### src/common/mpl_pkg.sv
package mpl_pkg;

  // Byte address width of the register window.
  localparam int ADDR_W = 8;

  // Register byte offsets, one aligned word each.
  localparam logic [7:0] OFS_BIT_LAT = 8'h00;
  localparam logic [7:0] OFS_BIT_CMOS = 8'h04;
  localparam logic [7:0] OFS_BIT_IN = 8'h08;
  localparam logic [7:0] OFS_NIB_LAT = 8'h0c;
  localparam logic [7:0] OFS_NIB_CMOS = 8'h10;
  localparam logic [7:0] OFS_NIB_IN = 8'h14;
  localparam logic [7:0] OFS_PULL = 8'h18;
  localparam logic [7:0] OFS_KEY = 8'h1c;
  localparam logic [7:0] OFS_FUNC = 8'h20;
  localparam logic [7:0] OFS_STAT = 8'h24;
  localparam logic [7:0] OFS_SKIP = 8'h28;

  // Reset values: latches high, open-drain, no pull-up, no wakeup.
  localparam logic [9:0] BIT_LAT_RST = 10'h3ff;
  localparam logic [7:0] BIT_CMOS_RST = 8'h00;
  localparam logic [19:0] NIB_LAT_RST = 20'hfffff;
  localparam logic [11:0] NIB_CMOS_RST = 12'h000;
  localparam logic [7:0] PULL_RST = 8'h00;
  localparam logic [9:0] KEY_RST = 10'h000;
  localparam logic [2:0] SKIP_RST = 3'h0;

  // Bus answers.
  localparam logic [1:0] RESP_OKAY = 2'h0;
  localparam logic [1:0] RESP_DECERR = 2'h3;

  // Role of the first timer pin.
  typedef enum logic [1:0] {
    TA_PORT = 2'h0,
    TA_EXT = 2'h1,
    TA_OUT1 = 2'h2,
    TA_OUT2 = 2'h3
  } mpl_tmra_t;

  // Role of the second timer pin.
  typedef enum logic [1:0] {
    TB_PORT = 2'h0,
    TB_EXT = 2'h1,
    TB_PWM = 2'h2,
    TB_RSVD = 2'h3
  } mpl_tmrb_t;

  // LCD duty selection.
  typedef enum logic [1:0] {
    DUTY_OFF = 2'h0,
    DUTY_HALF = 2'h1,
    DUTY_THIRD = 2'h2,
    DUTY_QUARTER = 2'h3
  } mpl_duty_t;

  // Function register layout, bit 0 first from the right.
  typedef struct packed {
    logic port_c_lat;
    logic [2:0] bias_sel;
    mpl_duty_t duty;
    mpl_tmrb_t tmrb;
    mpl_tmra_t tmra;
    logic sclk_int;
    logic serial_en;
  } mpl_func_t;

  localparam mpl_func_t FUNC_RST = '{
    port_c_lat: 1'b1,
    bias_sel: 3'h0,
    duty: DUTY_OFF,
    tmrb: TB_PORT,
    tmra: TA_PORT,
    sclk_int: 1'b0,
    serial_en: 1'b0
  };

endpackage

### src/rtl/mpl_sync.sv
`timescale 1ns/10ps
// Three-stage pin synchroniser; a bit changes once stages two and
// three agree, which also rejects a single-cycle glitch.
module mpl_sync
  import mpl_pkg::*;
#(
  parameter int W = 8,
  parameter logic [W-1:0] RST = '1
)
(
  input wire logic aclk,
  input wire logic aresetn,
  input wire logic [W-1:0] pin_i,
  output logic [W-1:0] level_o
);

  // All stages of the chain.
  typedef struct packed {
    logic [W-1:0] f1;
    logic [W-1:0] f2;
    logic [W-1:0] f3;
    logic [W-1:0] q;
  } mpl_sync_st_t;

  mpl_sync_st_t s_q;
  mpl_sync_st_t s_d;

  // Stage one feeds only stage two; the output follows on agreement.
  always_comb
  begin
    s_d = s_q;
    s_d.f1 = pin_i;
    s_d.f2 = s_q.f1;
    s_d.f3 = s_q.f2;
    s_d.q = (~(s_q.f2 ^ s_q.f3) & s_q.f3) | ((s_q.f2 ^ s_q.f3) & s_q.q);
  end

  // Synchronous reset to the idle pin level.
  always_ff @(posedge aclk)
  begin
    if (!aresetn)
      s_q <= {4{RST}};
    else
      s_q <= s_d;
  end

  assign level_o = s_q.q;

endmodule

### src/rtl/mpl_pad.sv
`timescale 1ns/10ps
// Registered pad drivers: push-pull drives the latch value, open-drain
// only pulls low and releases the pin for a one.
module mpl_pad
  import mpl_pkg::*;
#(
  parameter int W = 8
)
(
  input wire logic aclk,
  input wire logic aresetn,
  input wire logic [W-1:0] lat_i,
  input wire logic [W-1:0] cmos_i,
  output logic [W-1:0] pad_o,
  output logic [W-1:0] pad_oe
);

  // Registered pad state.
  typedef struct packed {
    logic [W-1:0] o;
    logic [W-1:0] oe;
  } mpl_pad_st_t;

  mpl_pad_st_t s_q;
  mpl_pad_st_t s_d;

  // Open-drain with latch one leaves the pin free for input use.
  always_comb
  begin
    s_d.o = lat_i & cmos_i;
    s_d.oe = cmos_i | ~lat_i;
  end

  // Pins float during reset.
  always_ff @(posedge aclk)
  begin
    if (!aresetn)
      s_q <= '0;
    else
      s_q <= s_d;
  end

  assign pad_o = s_q.o;
  assign pad_oe = s_q.oe;

endmodule

### src/rtl/mpl_top.sv
`timescale 1ns/10ps
module mpl_top
  import mpl_pkg::*;
(
  input wire logic aclk,
  input wire logic aresetn,
  input wire logic [ADDR_W-1:0] s_axi_awaddr,
  input wire logic s_axi_awvalid,
  output logic s_axi_awready,
  input wire logic [31:0] s_axi_wdata,
  input wire logic [3:0] s_axi_wstrb,
  input wire logic s_axi_wvalid,
  output logic s_axi_wready,
  output logic [1:0] s_axi_bresp,
  output logic s_axi_bvalid,
  input wire logic s_axi_bready,
  input wire logic [ADDR_W-1:0] s_axi_araddr,
  input wire logic s_axi_arvalid,
  output logic s_axi_arready,
  output logic [31:0] s_axi_rdata,
  output logic [1:0] s_axi_rresp,
  output logic s_axi_rvalid,
  input wire logic s_axi_rready,
  input wire logic [7:0] bit_port_io_i,
  output logic [7:0] bit_port_io_o,
  output logic [7:0] bit_port_io_oe,
  input wire logic [1:0] bit_port_out_i,
  output logic [1:0] bit_port_out_o,
  output logic [1:0] bit_port_out_oe,
  input wire logic [19:0] nibble_port_i,
  output logic [19:0] nibble_port_o,
  output logic [19:0] nibble_port_oe,
  output logic [7:0] nibble_pullup_en,
  input wire logic timer_io_pin_b_i,
  output logic timer_io_pin_b_o,
  output logic timer_io_pin_b_oe,
  input wire logic reset_pin_i,
  output logic reset_pin_o,
  output logic reset_pin_oe,
  input wire logic brownout_enable_pin,
  input wire logic wdt_reset,
  input wire logic por_reset,
  input wire logic brownout_reset,
  output logic sys_reset_req,
  output logic brownout_run,
  input wire logic serial_tx_data,
  input wire logic serial_clk_out,
  output logic serial_rx_data,
  output logic serial_clk_in,
  input wire logic timer1_underflow,
  input wire logic timer2_underflow,
  input wire logic timer4_pwm,
  output logic timer1_ext_clk,
  output logic timer3_ext_clk,
  output logic ext_irq_a_level,
  output logic ext_irq_b_level,
  output logic [7:0] analog_in_pins,
  output logic key_wake_req,
  output logic skip_cond,
  input wire logic [3:0] lcd_com_drv,
  input wire logic [19:0] lcd_seg_drv,
  output logic [3:0] lcd_common_pins,
  output logic [19:0] lcd_segment_pins,
  output logic [2:0] lcd_bias_pins
);

  // Whole module state, bus slave and pin control together.
  typedef struct packed {
    logic aw_full;
    logic [ADDR_W-1:0] aw_addr;
    logic w_full;
    logic [31:0] w_data;
    logic [3:0] w_strb;
    logic awready;
    logic wready;
    logic bvalid;
    logic [1:0] bresp;
    logic arready;
    logic rvalid;
    logic [31:0] rdata;
    logic [1:0] rresp;
    logic [9:0] bit_lat;
    logic [7:0] bit_cmos;
    logic [19:0] nib_lat;
    logic [11:0] nib_cmos;
    logic [7:0] pull;
    logic [9:0] key;
    mpl_func_t func;
    logic [2:0] skip_idx;
    logic wake_flag;
    logic div2;
    logic tb_o;
    logic tb_oe;
    logic rst_oe;
    logic sys_rst;
    logic bo_run;
    logic rx;
    logic sclk_in;
    logic t1_clk;
    logic t3_clk;
    logic irq_a;
    logic irq_b;
    logic [7:0] ain;
    logic wake;
    logic skip;
    logic [3:0] com;
    logic [19:0] seg;
    logic [2:0] bias;
  } mpl_top_st_t;

  mpl_top_st_t s_q;
  mpl_top_st_t s_d;

  // Synchronised pin levels.
  logic [7:0] bit_in;
  logic [1:0] irq_in;
  logic [19:0] nib_in;
  logic tb_in;
  logic rst_in;
  logic bo_en;
  // Latch values after alternate functions are merged in.
  logic [7:0] bit_eff;

  // Merges a write into a register image under the byte strobes.
  function automatic logic [31:0] wmerge(input logic [31:0] old,
                                         input logic [31:0] dat,
                                         input logic [3:0] strb);
    logic [31:0] r;
    r = old;
    for (int i = 0; i < 4; i++)
      if (strb[i])
        r[8*i +: 8] = dat[8*i +: 8];
    return r;
  endfunction

  // True for every byte address that holds a register.
  function automatic logic mapped(input logic [ADDR_W-1:0] a);
    return a == OFS_BIT_LAT || a == OFS_BIT_CMOS || a == OFS_BIT_IN ||
           a == OFS_NIB_LAT || a == OFS_NIB_CMOS || a == OFS_NIB_IN ||
           a == OFS_PULL || a == OFS_KEY || a == OFS_FUNC ||
           a == OFS_STAT || a == OFS_SKIP;
  endfunction

  // Common commons for each duty; unused commons stay at zero.
  function automatic logic [3:0] duty_mask(input mpl_duty_t d);
    logic [3:0] m;
    unique case (d)
      DUTY_HALF: m = 4'h3;
      DUTY_THIRD: m = 4'h7;
      DUTY_QUARTER: m = 4'hf;
      DUTY_OFF: m = 4'h0;
    endcase
    return m;
  endfunction

  // One synchroniser for every pin that is read back; all idle high.
  mpl_sync #(
    .W(33),
    .RST({33{1'b1}})
  ) u_sync (
    .aclk(aclk),
    .aresetn(aresetn),
    .pin_i({brownout_enable_pin, reset_pin_i, timer_io_pin_b_i,
            nibble_port_i, bit_port_out_i, bit_port_io_i}),
    .level_o({bo_en, rst_in, tb_in, nib_in, irq_in, bit_in})
  );

  // Serial data, serial clock and the halved timer underflow replace
  // the latch only on the pins that carry them.
  always_comb
  begin
    bit_eff = s_q.bit_lat[7:0];
    if (s_q.func.serial_en)
      bit_eff[5] = serial_tx_data;
    if (s_q.func.serial_en && s_q.func.sclk_int)
      bit_eff[6] = serial_clk_out;
    if (s_q.func.tmra == TA_OUT1 || s_q.func.tmra == TA_OUT2)
      bit_eff[7] = s_q.div2;
  end

  // Low port, upper bits and the nibbles share one bank of drivers.
  // The upper bits and nibbles c,d are forced open-drain; nibbles a,b,e
  // and the low port follow software.
  mpl_pad #(
    .W(30)
  ) u_pad (
    .aclk(aclk),
    .aresetn(aresetn),
    .lat_i({s_q.nib_lat, s_q.bit_lat[9:8], bit_eff}),
    .cmos_i({s_q.nib_cmos[11:8], 8'h00, s_q.nib_cmos[7:0], 2'b00,
             s_q.bit_cmos}),
    .pad_o({nibble_port_o, bit_port_out_o, bit_port_io_o}),
    .pad_oe({nibble_port_oe, bit_port_out_oe, bit_port_io_oe})
  );

  // Register file, bus handshakes and all pin-function state.
  always_comb
  begin
    logic [31:0] rd;
    logic [31:0] nw;
    logic wake_now;
    s_d = s_q;
    rd = 32'h0000_0000;
    nw = 32'h0000_0000;
    wake_now = 1'b0;

    // Write address and data are taken independently, in either order.
    if (s_q.awready && s_axi_awvalid)
    begin
      s_d.aw_full = 1'b1;
      s_d.aw_addr = s_axi_awaddr;
    end
    if (s_q.wready && s_axi_wvalid)
    begin
      s_d.w_full = 1'b1;
      s_d.w_data = s_axi_wdata;
      s_d.w_strb = s_axi_wstrb;
    end

    // Key-on wakeup: an enabled pin held low asks for wakeup.
    wake_now = |(s_q.key[7:0] & ~nib_in[7:0])
             | |(s_q.key[9:8] & ~irq_in);
    s_d.wake = wake_now;

    // Once both halves are held the write is performed and answered.
    if (s_q.aw_full && s_q.w_full && !s_q.bvalid)
    begin
      s_d.aw_full = 1'b0;
      s_d.w_full = 1'b0;
      s_d.bvalid = 1'b1;
      s_d.bresp = mapped(s_q.aw_addr) ? RESP_OKAY : RESP_DECERR;
      unique case (s_q.aw_addr)
        OFS_BIT_LAT:
        begin
          nw = wmerge({22'h0, s_q.bit_lat}, s_q.w_data, s_q.w_strb);
          s_d.bit_lat = nw[9:0];
        end
        OFS_BIT_CMOS:
        begin
          nw = wmerge({24'h0, s_q.bit_cmos}, s_q.w_data, s_q.w_strb);
          s_d.bit_cmos = nw[7:0];
        end
        OFS_NIB_LAT:
        begin
          nw = wmerge({12'h0, s_q.nib_lat}, s_q.w_data, s_q.w_strb);
          s_d.nib_lat = nw[19:0];
        end
        OFS_NIB_CMOS:
        begin
          nw = wmerge({20'h0, s_q.nib_cmos}, s_q.w_data, s_q.w_strb);
          s_d.nib_cmos = nw[11:0];
        end
        OFS_PULL:
        begin
          nw = wmerge({24'h0, s_q.pull}, s_q.w_data, s_q.w_strb);
          s_d.pull = nw[7:0];
        end
        OFS_KEY:
        begin
          nw = wmerge({22'h0, s_q.key}, s_q.w_data, s_q.w_strb);
          s_d.key = nw[9:0];
        end
        OFS_FUNC:
        begin
          nw = wmerge({20'h0, s_q.func}, s_q.w_data, s_q.w_strb);
          s_d.func = mpl_func_t'(nw[11:0]);
        end
        OFS_STAT:
        begin
          // Writing one clears the wakeup flag.
          if (s_q.w_strb[0] && s_q.w_data[0])
            s_d.wake_flag = 1'b0;
        end
        OFS_SKIP:
        begin
          nw = wmerge({29'h0, s_q.skip_idx}, s_q.w_data, s_q.w_strb);
          s_d.skip_idx = nw[2:0];
        end
        default:
        begin
          // Input images and unmapped addresses ignore the data.
          nw = 32'h0000_0000;
        end
      endcase
    end
    // A wakeup in the clearing cycle sets the flag again.
    if (wake_now)
      s_d.wake_flag = 1'b1;
    if (s_q.bvalid && s_axi_bready)
      s_d.bvalid = 1'b0;

    // Reads answer one cycle after the address is taken.
    unique case (s_axi_araddr)
      OFS_BIT_LAT: rd = {22'h0, s_q.bit_lat};
      OFS_BIT_CMOS: rd = {24'h0, s_q.bit_cmos};
      OFS_BIT_IN: rd = {22'h0, irq_in, bit_in};
      OFS_NIB_LAT: rd = {12'h0, s_q.nib_lat};
      OFS_NIB_CMOS: rd = {20'h0, s_q.nib_cmos};
      OFS_NIB_IN: rd = {12'h0, nib_in};
      OFS_PULL: rd = {24'h0, s_q.pull};
      OFS_KEY: rd = {22'h0, s_q.key};
      OFS_FUNC: rd = {20'h0, s_q.func};
      OFS_STAT: rd = {29'h0, s_q.bo_run, s_q.sys_rst, s_q.wake_flag};
      OFS_SKIP: rd = {27'h0, s_q.skip, 1'b0, s_q.skip_idx};
      default: rd = 32'h0000_0000;
    endcase
    if (s_q.arready && s_axi_arvalid)
    begin
      s_d.rvalid = 1'b1;
      s_d.rdata = rd;
      s_d.rresp = mapped(s_axi_araddr) ? RESP_OKAY : RESP_DECERR;
    end
    if (s_q.rvalid && s_axi_rready)
      s_d.rvalid = 1'b0;

    // One write and one read in flight; ready falls while held.
    s_d.awready = !s_d.aw_full && !s_d.bvalid;
    s_d.wready = !s_d.w_full && !s_d.bvalid;
    s_d.arready = !s_d.rvalid;

    // Pin level for the skip test; the index picks one low port bit.
    s_d.skip = bit_in[s_q.skip_idx];

    // Halve the selected underflow for the timer pin a output.
    if ((s_q.func.tmra == TA_OUT1 && timer1_underflow) ||
        (s_q.func.tmra == TA_OUT2 && timer2_underflow))
      s_d.div2 = !s_q.div2;
    s_d.t1_clk = (s_q.func.tmra == TA_EXT) && bit_in[7];

    // Port C: push-pull output, PWM ORed in so a latched high stays,
    // released as an input while it counts external events.
    s_d.tb_o = s_q.func.port_c_lat ||
               (s_q.func.tmrb == TB_PWM && timer4_pwm);
    s_d.tb_oe = s_q.func.tmrb != TB_EXT;
    s_d.t3_clk = (s_q.func.tmrb == TB_EXT) && tb_in;

    // Serial receive and external serial clock come from the pins
    // while the port inputs remain visible to software.
    s_d.rx = s_q.func.serial_en && bit_in[4];
    s_d.sclk_in = s_q.func.serial_en && !s_q.func.sclk_int &&
                  bit_in[6];

    // External interrupt levels are the upper pins as read back.
    s_d.irq_a = irq_in[0];
    s_d.irq_b = irq_in[1];

    // Nibbles c and d feed the converter inputs in bit order.
    s_d.ain = nib_in[15:8];

    // Reset pin pulled low for any internal reset source; a low from
    // the board is passed on as a system reset too.
    s_d.rst_oe = wdt_reset || por_reset || brownout_reset;
    s_d.sys_rst = s_d.rst_oe || !rst_in;
    s_d.bo_run = bo_en;

    // LCD commons masked by duty; shared pins take one role at a time.
    s_d.com = lcd_com_drv & duty_mask(s_q.func.duty);
    s_d.seg = lcd_seg_drv & ~{17'h0, s_q.func.bias_sel};
    s_d.bias = {s_q.func.bias_sel[0], s_q.func.bias_sel[1],
                s_q.func.bias_sel[2]};
  end

  // State register; reset leaves every pin safe and released but Port C, push-pull high once reset ends.
  always_ff @(posedge aclk)
  begin
    if (!aresetn)
    begin
      s_q <= '0;
      s_q.awready <= 1'b1;
      s_q.wready <= 1'b1;
      s_q.arready <= 1'b1;
      s_q.bit_lat <= BIT_LAT_RST;
      s_q.bit_cmos <= BIT_CMOS_RST;
      s_q.nib_lat <= NIB_LAT_RST;
      s_q.nib_cmos <= NIB_CMOS_RST;
      s_q.pull <= PULL_RST;
      s_q.key <= KEY_RST;
      s_q.func <= FUNC_RST;
      s_q.skip_idx <= SKIP_RST;
    end
    else
      s_q <= s_d;
  end

  // Outputs, each straight from a flip-flop except reset_pin_o, which is tied low.
  assign s_axi_awready = s_q.awready;
  assign s_axi_wready = s_q.wready;
  assign s_axi_bvalid = s_q.bvalid;
  assign s_axi_bresp = s_q.bresp;
  assign s_axi_arready = s_q.arready;
  assign s_axi_rvalid = s_q.rvalid;
  assign s_axi_rdata = s_q.rdata;
  assign s_axi_rresp = s_q.rresp;
  assign nibble_pullup_en = s_q.pull;
  assign timer_io_pin_b_o = s_q.tb_o;
  assign timer_io_pin_b_oe = s_q.tb_oe;
  assign reset_pin_o = 1'b0 & s_q.rst_oe;
  assign reset_pin_oe = s_q.rst_oe;
  assign sys_reset_req = s_q.sys_rst;
  assign brownout_run = s_q.bo_run;
  assign serial_rx_data = s_q.rx;
  assign serial_clk_in = s_q.sclk_in;
  assign timer1_ext_clk = s_q.t1_clk;
  assign timer3_ext_clk = s_q.t3_clk;
  assign ext_irq_a_level = s_q.irq_a;
  assign ext_irq_b_level = s_q.irq_b;
  assign analog_in_pins = s_q.ain;
  assign key_wake_req = s_q.wake;
  assign skip_cond = s_q.skip;
  assign lcd_common_pins = s_q.com;
  assign lcd_segment_pins = s_q.seg;
  assign lcd_bias_pins = s_q.bias;

endmodule

### config.mk
export PLATFORM = sky130hd
export DESIGN_NAME = mpl_top
export DESIGN_NICKNAME = d
export VERILOG_FILES = /design/src/common/mpl_pkg.sv /design/src/rtl/mpl_sync.sv /design/src/rtl/mpl_pad.sv /design/src/rtl/mpl_top.sv
export SDC_FILE = /design/constraint.sdc
export NUM_CORES = 1
export LEC_CHECK = 0
export BUFFER_PORTS_ARGS = -buffer_cell sky130_fd_sc_hd__buf_2
export CAP_MARGIN = 20
export CORE_ASPECT_RATIO = 1.2
export CORE_UTILIZATION = 54
export DETAILED_ROUTE_END_ITERATION = 10
export PLACE_DENSITY_LB_ADDON = 0.25
export SYNTH_ARGS = -nofsm -noshare
export SYNTH_HDL_FRONTEND = slang
export SYNTH_SLANG_ARGS = --single-unit
### constraint.sdc
create_clock -name aclk -period 2 [get_ports aclk]
set_input_delay 0.3 -clock aclk [delete_from_list [all_inputs] [get_ports aclk]]
set_output_delay 0.3 -clock aclk [all_outputs]
set_load 0.1 [all_outputs]
==> results by stage <==
Run status:
- The run finished with clean final reports.

Synthesis:
- Synthesis produced 1394 cells.
- After synthesis, the share of cell area in mux cells is under 10%.
- The number of different library cells used by synthesis comes to 64.
- The share of flip-flops with an asynchronous set or reset after synthesis is 0%.
- After Yosys synthesis, XOR and XNOR cells account for 0.0631% of the synthesized area.
- Yosys mapped a number of flops with a built-in enable equal to 0.
- The average instance area after synthesis is 9.96 sq um.
- The synthesized netlist devotes a little over a tenth of its cell area to compound gates.
- The sequential-to-total area share from yosys stat is approximately 54%.
- The synthesized netlist devotes roughly 19% of its cell area to simple gates.
- The synthesized area is about 0.014 sq mm.
- After synthesis, the largest family of logic cells by area is simple AND/OR/NAND/NOR gates.
- During synthesis, Yosys emitted a total of 0 warnings.
- The adder-cell area share of the yosys netlist is 0%.
- In the synthesized netlist the dominant register cell turns out to be sky130_fd_sc_hd__dfxtp_1.
- The synthesized design contains ~380 register bits.

STA:
- Measured against its own limit, the worst slew margin works out to around two thirds.
- The fmax is between 0.5 and 0.6 GHz.
- Setup repair after global routing left no endpoint under its margin.
- The clock tree skew after final layout is a little under 0.02 ns.
- Dividing the final minimum period by the clock period gives between 90% and 100%.
- The number of pins exceeding their max-slew limit in the final report is 0.
- In the post-route analysis, the smallest setup slack over all paths is about 0.17 ns.
- For the pin with the worst max-slew slack, the measured transition is roughly 0.52 ns.
- In the final timing run, aggregate negative setup slack is 0 ns.
- The count of final hold-check violations is 0.
- After layout, the minimum clock period comes to 1.83 ns.
- The final-report setup violation count is 0.

Power and ir drop:
- Across the VDD grid, the largest voltage drop is about 780 uV.
- The reported leakage power is approximately 7.5 nW.
- The total power per unit cell area is about 960 mW/mm^2.

Setup path:
- The signal arrival time at the worst endpoint is 2.22 ns.
- The cell class contributing the biggest share of worst-path delay is simple AND/OR/NAND/NOR gates.
- The kind of critical path is reg -> reg.
- The internal reg-to-reg setup slack is approximately 0.17 ns.
- The critical path's slowest cell is sky130_fd_sc_hd__nand3b_1.
- Data on the critical path is required at its endpoint by 2.39 ns.
- Along the worst path, the maximum fanout reaches 7.
- The element type at the critical path end is a register.
- Walking the worst path, the cells encountered are nand3b_1 > nor3_4 > buf_12 > buf_4 > nand3_1 > mux2i_1 > nor2b_1.
- The worst path buffer plus inverter count is 2.
- The startpoint type of the worst setup path is a register.
- On the worst path, the slowest cell contributes a delay of roughly 0.36 ns.

Global routing:
- Global routing used between 20% and 30% of the available tracks across all layers.
- The overflow left after global routing is 0.
- The initial antenna violation count is 1.
- Entering global routing, the biggest net connects ~100 pins.
- The first global-routing pass estimated approximately 52000 um of wire.
- The via count of the first global-routing pass is about 9800.

Die:
- The row count is 63.
- The floorplan step set the die width to approximately 150 um.
- The initial core utilization is between 50% and 60%.
- The floorplan step defined a die boundary enclosing between 0.02 and 0.03 sq mm.
- In this run the count of I/O pins placed on the die edge is 282.
- The vertical die dimension is 178 um.
- The core box area is approximately 0.025 sq mm.

Clocking:
- TritonCTS built the clock tree.
- Post-CTS repair changed the size of 0 cells.
- The latest clock arrival within the worst-skew pair is 0.52 ns.
- The count of clock tree sinks is approximately 380.
- In this run, CTS created clock tree buffers numbering 37.
- Clock-pin slew was measured on the worst setup and hold paths at about 0.060 ns.
- The number of H-tree levels is 2.
- In this run the deepest clock path goes through 3 buffers.
- Clock tree synthesis selected as its root buffer the cell sky130_fd_sc_hd__clkbuf_16.

Finish:
- At the end of the flow, the number of nets in the layout was roughly 1800.
- The post-route netlist has between 20% and 30% of its cells at a drive strength greater than 1.
- The area overhead of the layout relative to synthesis is 21.7%.
- The total of fill cells in the finished design is 2002.
- The number of diodes added for antenna fixing is 0.

Drt:
- The routed layout has roughly 10000 vias.
- Using the TritonRoute via totals, the vias-per-cell ratio works out to between 5 and 6.
- The count of unresolved DRC violations after routing is 0.
- The violation count after the first detailed-routing iteration is between 600 and 700.
- The iteration count of the initial detailed-routing pass is 6.
- The aggregate routed wire length is roughly 34000 um.
- Once detail routing completed, the nets flagged for antenna violations numbered 0.
- Dividing the detail-routed wire length by the instance count gives 17.0 um.

Placed design:
- The count of buffers added on input and output ports is 245.
- The congestion estimate from routability-driven global placement came to 0.919.
- The wire-length estimate of the detail-placed layout is 24200 um.
- The setup slack after placement is just under 0.07 ns.

Worst hold path:
- The worst min-delay path category is in -> reg.

Flow run:
- The reported max-cap violation count is 0.
layer usage:
layer | vias up | part of all wire, % | routed length [um] | GRT usage [%]
li1 | 5087 | - | - | -
met1 | 4863 | 43 | 14600 | 32.1
met2 | 387 | 48 | 16200 | 43.5
met3 | 70 | 5.9 | 2010 | 3.86
met4 | 0 | 3.3 | 1130 | 9.84
met5 | - | 0 | 0 | 0
synthesized netlist by cell type (all sizes together), types with 35 or more instances:
master / count / area (sq um)
a21boi: 51 / 383
nand2: 114 / 433
mux2i: 88 / 881
dfxtp: 375 / 7510
nor2: 74 / 280
buf: 99 / 718
and2: 38 / 238
o21ai: 62 / 310
nor2b: 71 / 444
a21oi: 46 / 230
inv: 35 / 131
clkbuf: 66 / 248
nand2b: 102 / 638
cells in the final DEF, fill, tap and decap left out, types with 3 or more instances in the layout:
master                          Yosys  routed
sky130_fd_sc_hd__a21boi_0          51      51
sky130_fd_sc_hd__a21oi_1           46      46
sky130_fd_sc_hd__a221oi_1          12      12
sky130_fd_sc_hd__a22o_1             8       8
sky130_fd_sc_hd__a22oi_1           17      17
sky130_fd_sc_hd__and2_1            38      38
sky130_fd_sc_hd__and3_1            21      21
sky130_fd_sc_hd__buf_12             0       5
sky130_fd_sc_hd__buf_2              7     244
sky130_fd_sc_hd__buf_4             90      56
sky130_fd_sc_hd__clkbuf_1          66       9
sky130_fd_sc_hd__clkbuf_16          0      39
sky130_fd_sc_hd__clkbuf_8           0      12
sky130_fd_sc_hd__clkinv_2           0       4
sky130_fd_sc_hd__conb_1             1      23
sky130_fd_sc_hd__dfxtp_1          375     374
sky130_fd_sc_hd__dlygate4sd3_1      0      52
sky130_fd_sc_hd__inv_1             35      35
sky130_fd_sc_hd__mux2_2             9       9
sky130_fd_sc_hd__mux2i_1           88      88
sky130_fd_sc_hd__mux4_2             5       5
sky130_fd_sc_hd__nand2_1          112     112
sky130_fd_sc_hd__nand2b_1         102     102
sky130_fd_sc_hd__nand3_1           16      16
sky130_fd_sc_hd__nand3_2            5       5
sky130_fd_sc_hd__nand4_1            5       5
sky130_fd_sc_hd__nor2_1            73      73
sky130_fd_sc_hd__nor2b_1           71      71
sky130_fd_sc_hd__nor3_1             5       5
sky130_fd_sc_hd__nor3b_1            9       9
sky130_fd_sc_hd__nor4_1             3       3
sky130_fd_sc_hd__o21a_1             4       4
sky130_fd_sc_hd__o21ai_0           60      60
sky130_fd_sc_hd__o22ai_1           12      12
per-stage QoR:
stage               cell area, sq um  utilization (%)  total power [W]  std cells  hold slack, ns
CTS                            16900             67.5           0.0163       1997         0.00312
global placement               15100             60.6          0.00948       1880           0.387
floorplan                      14000                -          0.00920       1416           0.386
finish                         16900             67.6           0.0162       1999          0.0124
detailed placement             15100             60.6          0.00951       1880           0.391
global route                   16900             67.6           0.0167       1999         0.00963
worst paths after layout:
| path | start | endpoint | cells after the start |
|---|---|---|---|
| worst max register to register | s_axi_bvalid | s_q[51] | 7 |
| worst min-delay path | nibble_port_i[3] | u_sync.s_d[79] | 2 |
| worst min register to register | u_sync.s_d[76] | u_sync.s_d[43] | 1 |
| worst max-delay path | s_axi_bvalid | s_q[51] | 7 |
what timing repair did:
| action | CTS | global route |
|---|---|---|
| hold buffers | 52 | 0 |
| setup buffers | 0 | 2 |
| endpoints found under the setup margin | 0 | 17 |
| endpoints found under the hold margin | 52 | 0 |
logic make-up (layout without fill, tap and decap cells):
family                 count (synthesis)  in the layout
AO/OA/AOI/OAI                        230            230
XOR/XNOR                               1              1
buffers and inverters                200            458
flip-flops                           375            375
multiplexers                         102            102
other                                  1             23
AND/OR/NAND/NOR                      485            485
final cells by class:
class                      instances  area [sq um]  share of cell area [%]
tap                              325           407                    2.41
inverter                          35           131                   0.778
timing repair buffer             358          2280                    13.5
multi-input combinational        841          5370                    31.8
clock buffer                      59          1160                    6.88
clock inverter                     6          37.5                   0.222
sequential                       375          7510                    44.5
report_power, final:
group,internal (W),switching (W)
registers,0.00767,0.000147
logic,0.000478,0.00114
clock network,0.00398,0.00275
total,0.0121,0.00403
sequential cells by signal, summed over array words and instances, names as in the netlist, 3 cells and up, named ones only:
register / count
analog_in_pins: 8
bit_eff: 5
lcd_bias_pins: 3
lcd_common_pins: 4
lcd_segment_pins: 20
nibble_pullup_en: 8
s_axi_rdata: 20
s_d: 3
s_q: 102
u_pad.pad_o: 20
u_pad.pad_oe: 30
u_sync.s_d: 66
u_sync.s_q: 33
(Power assumes the default switching activity.)
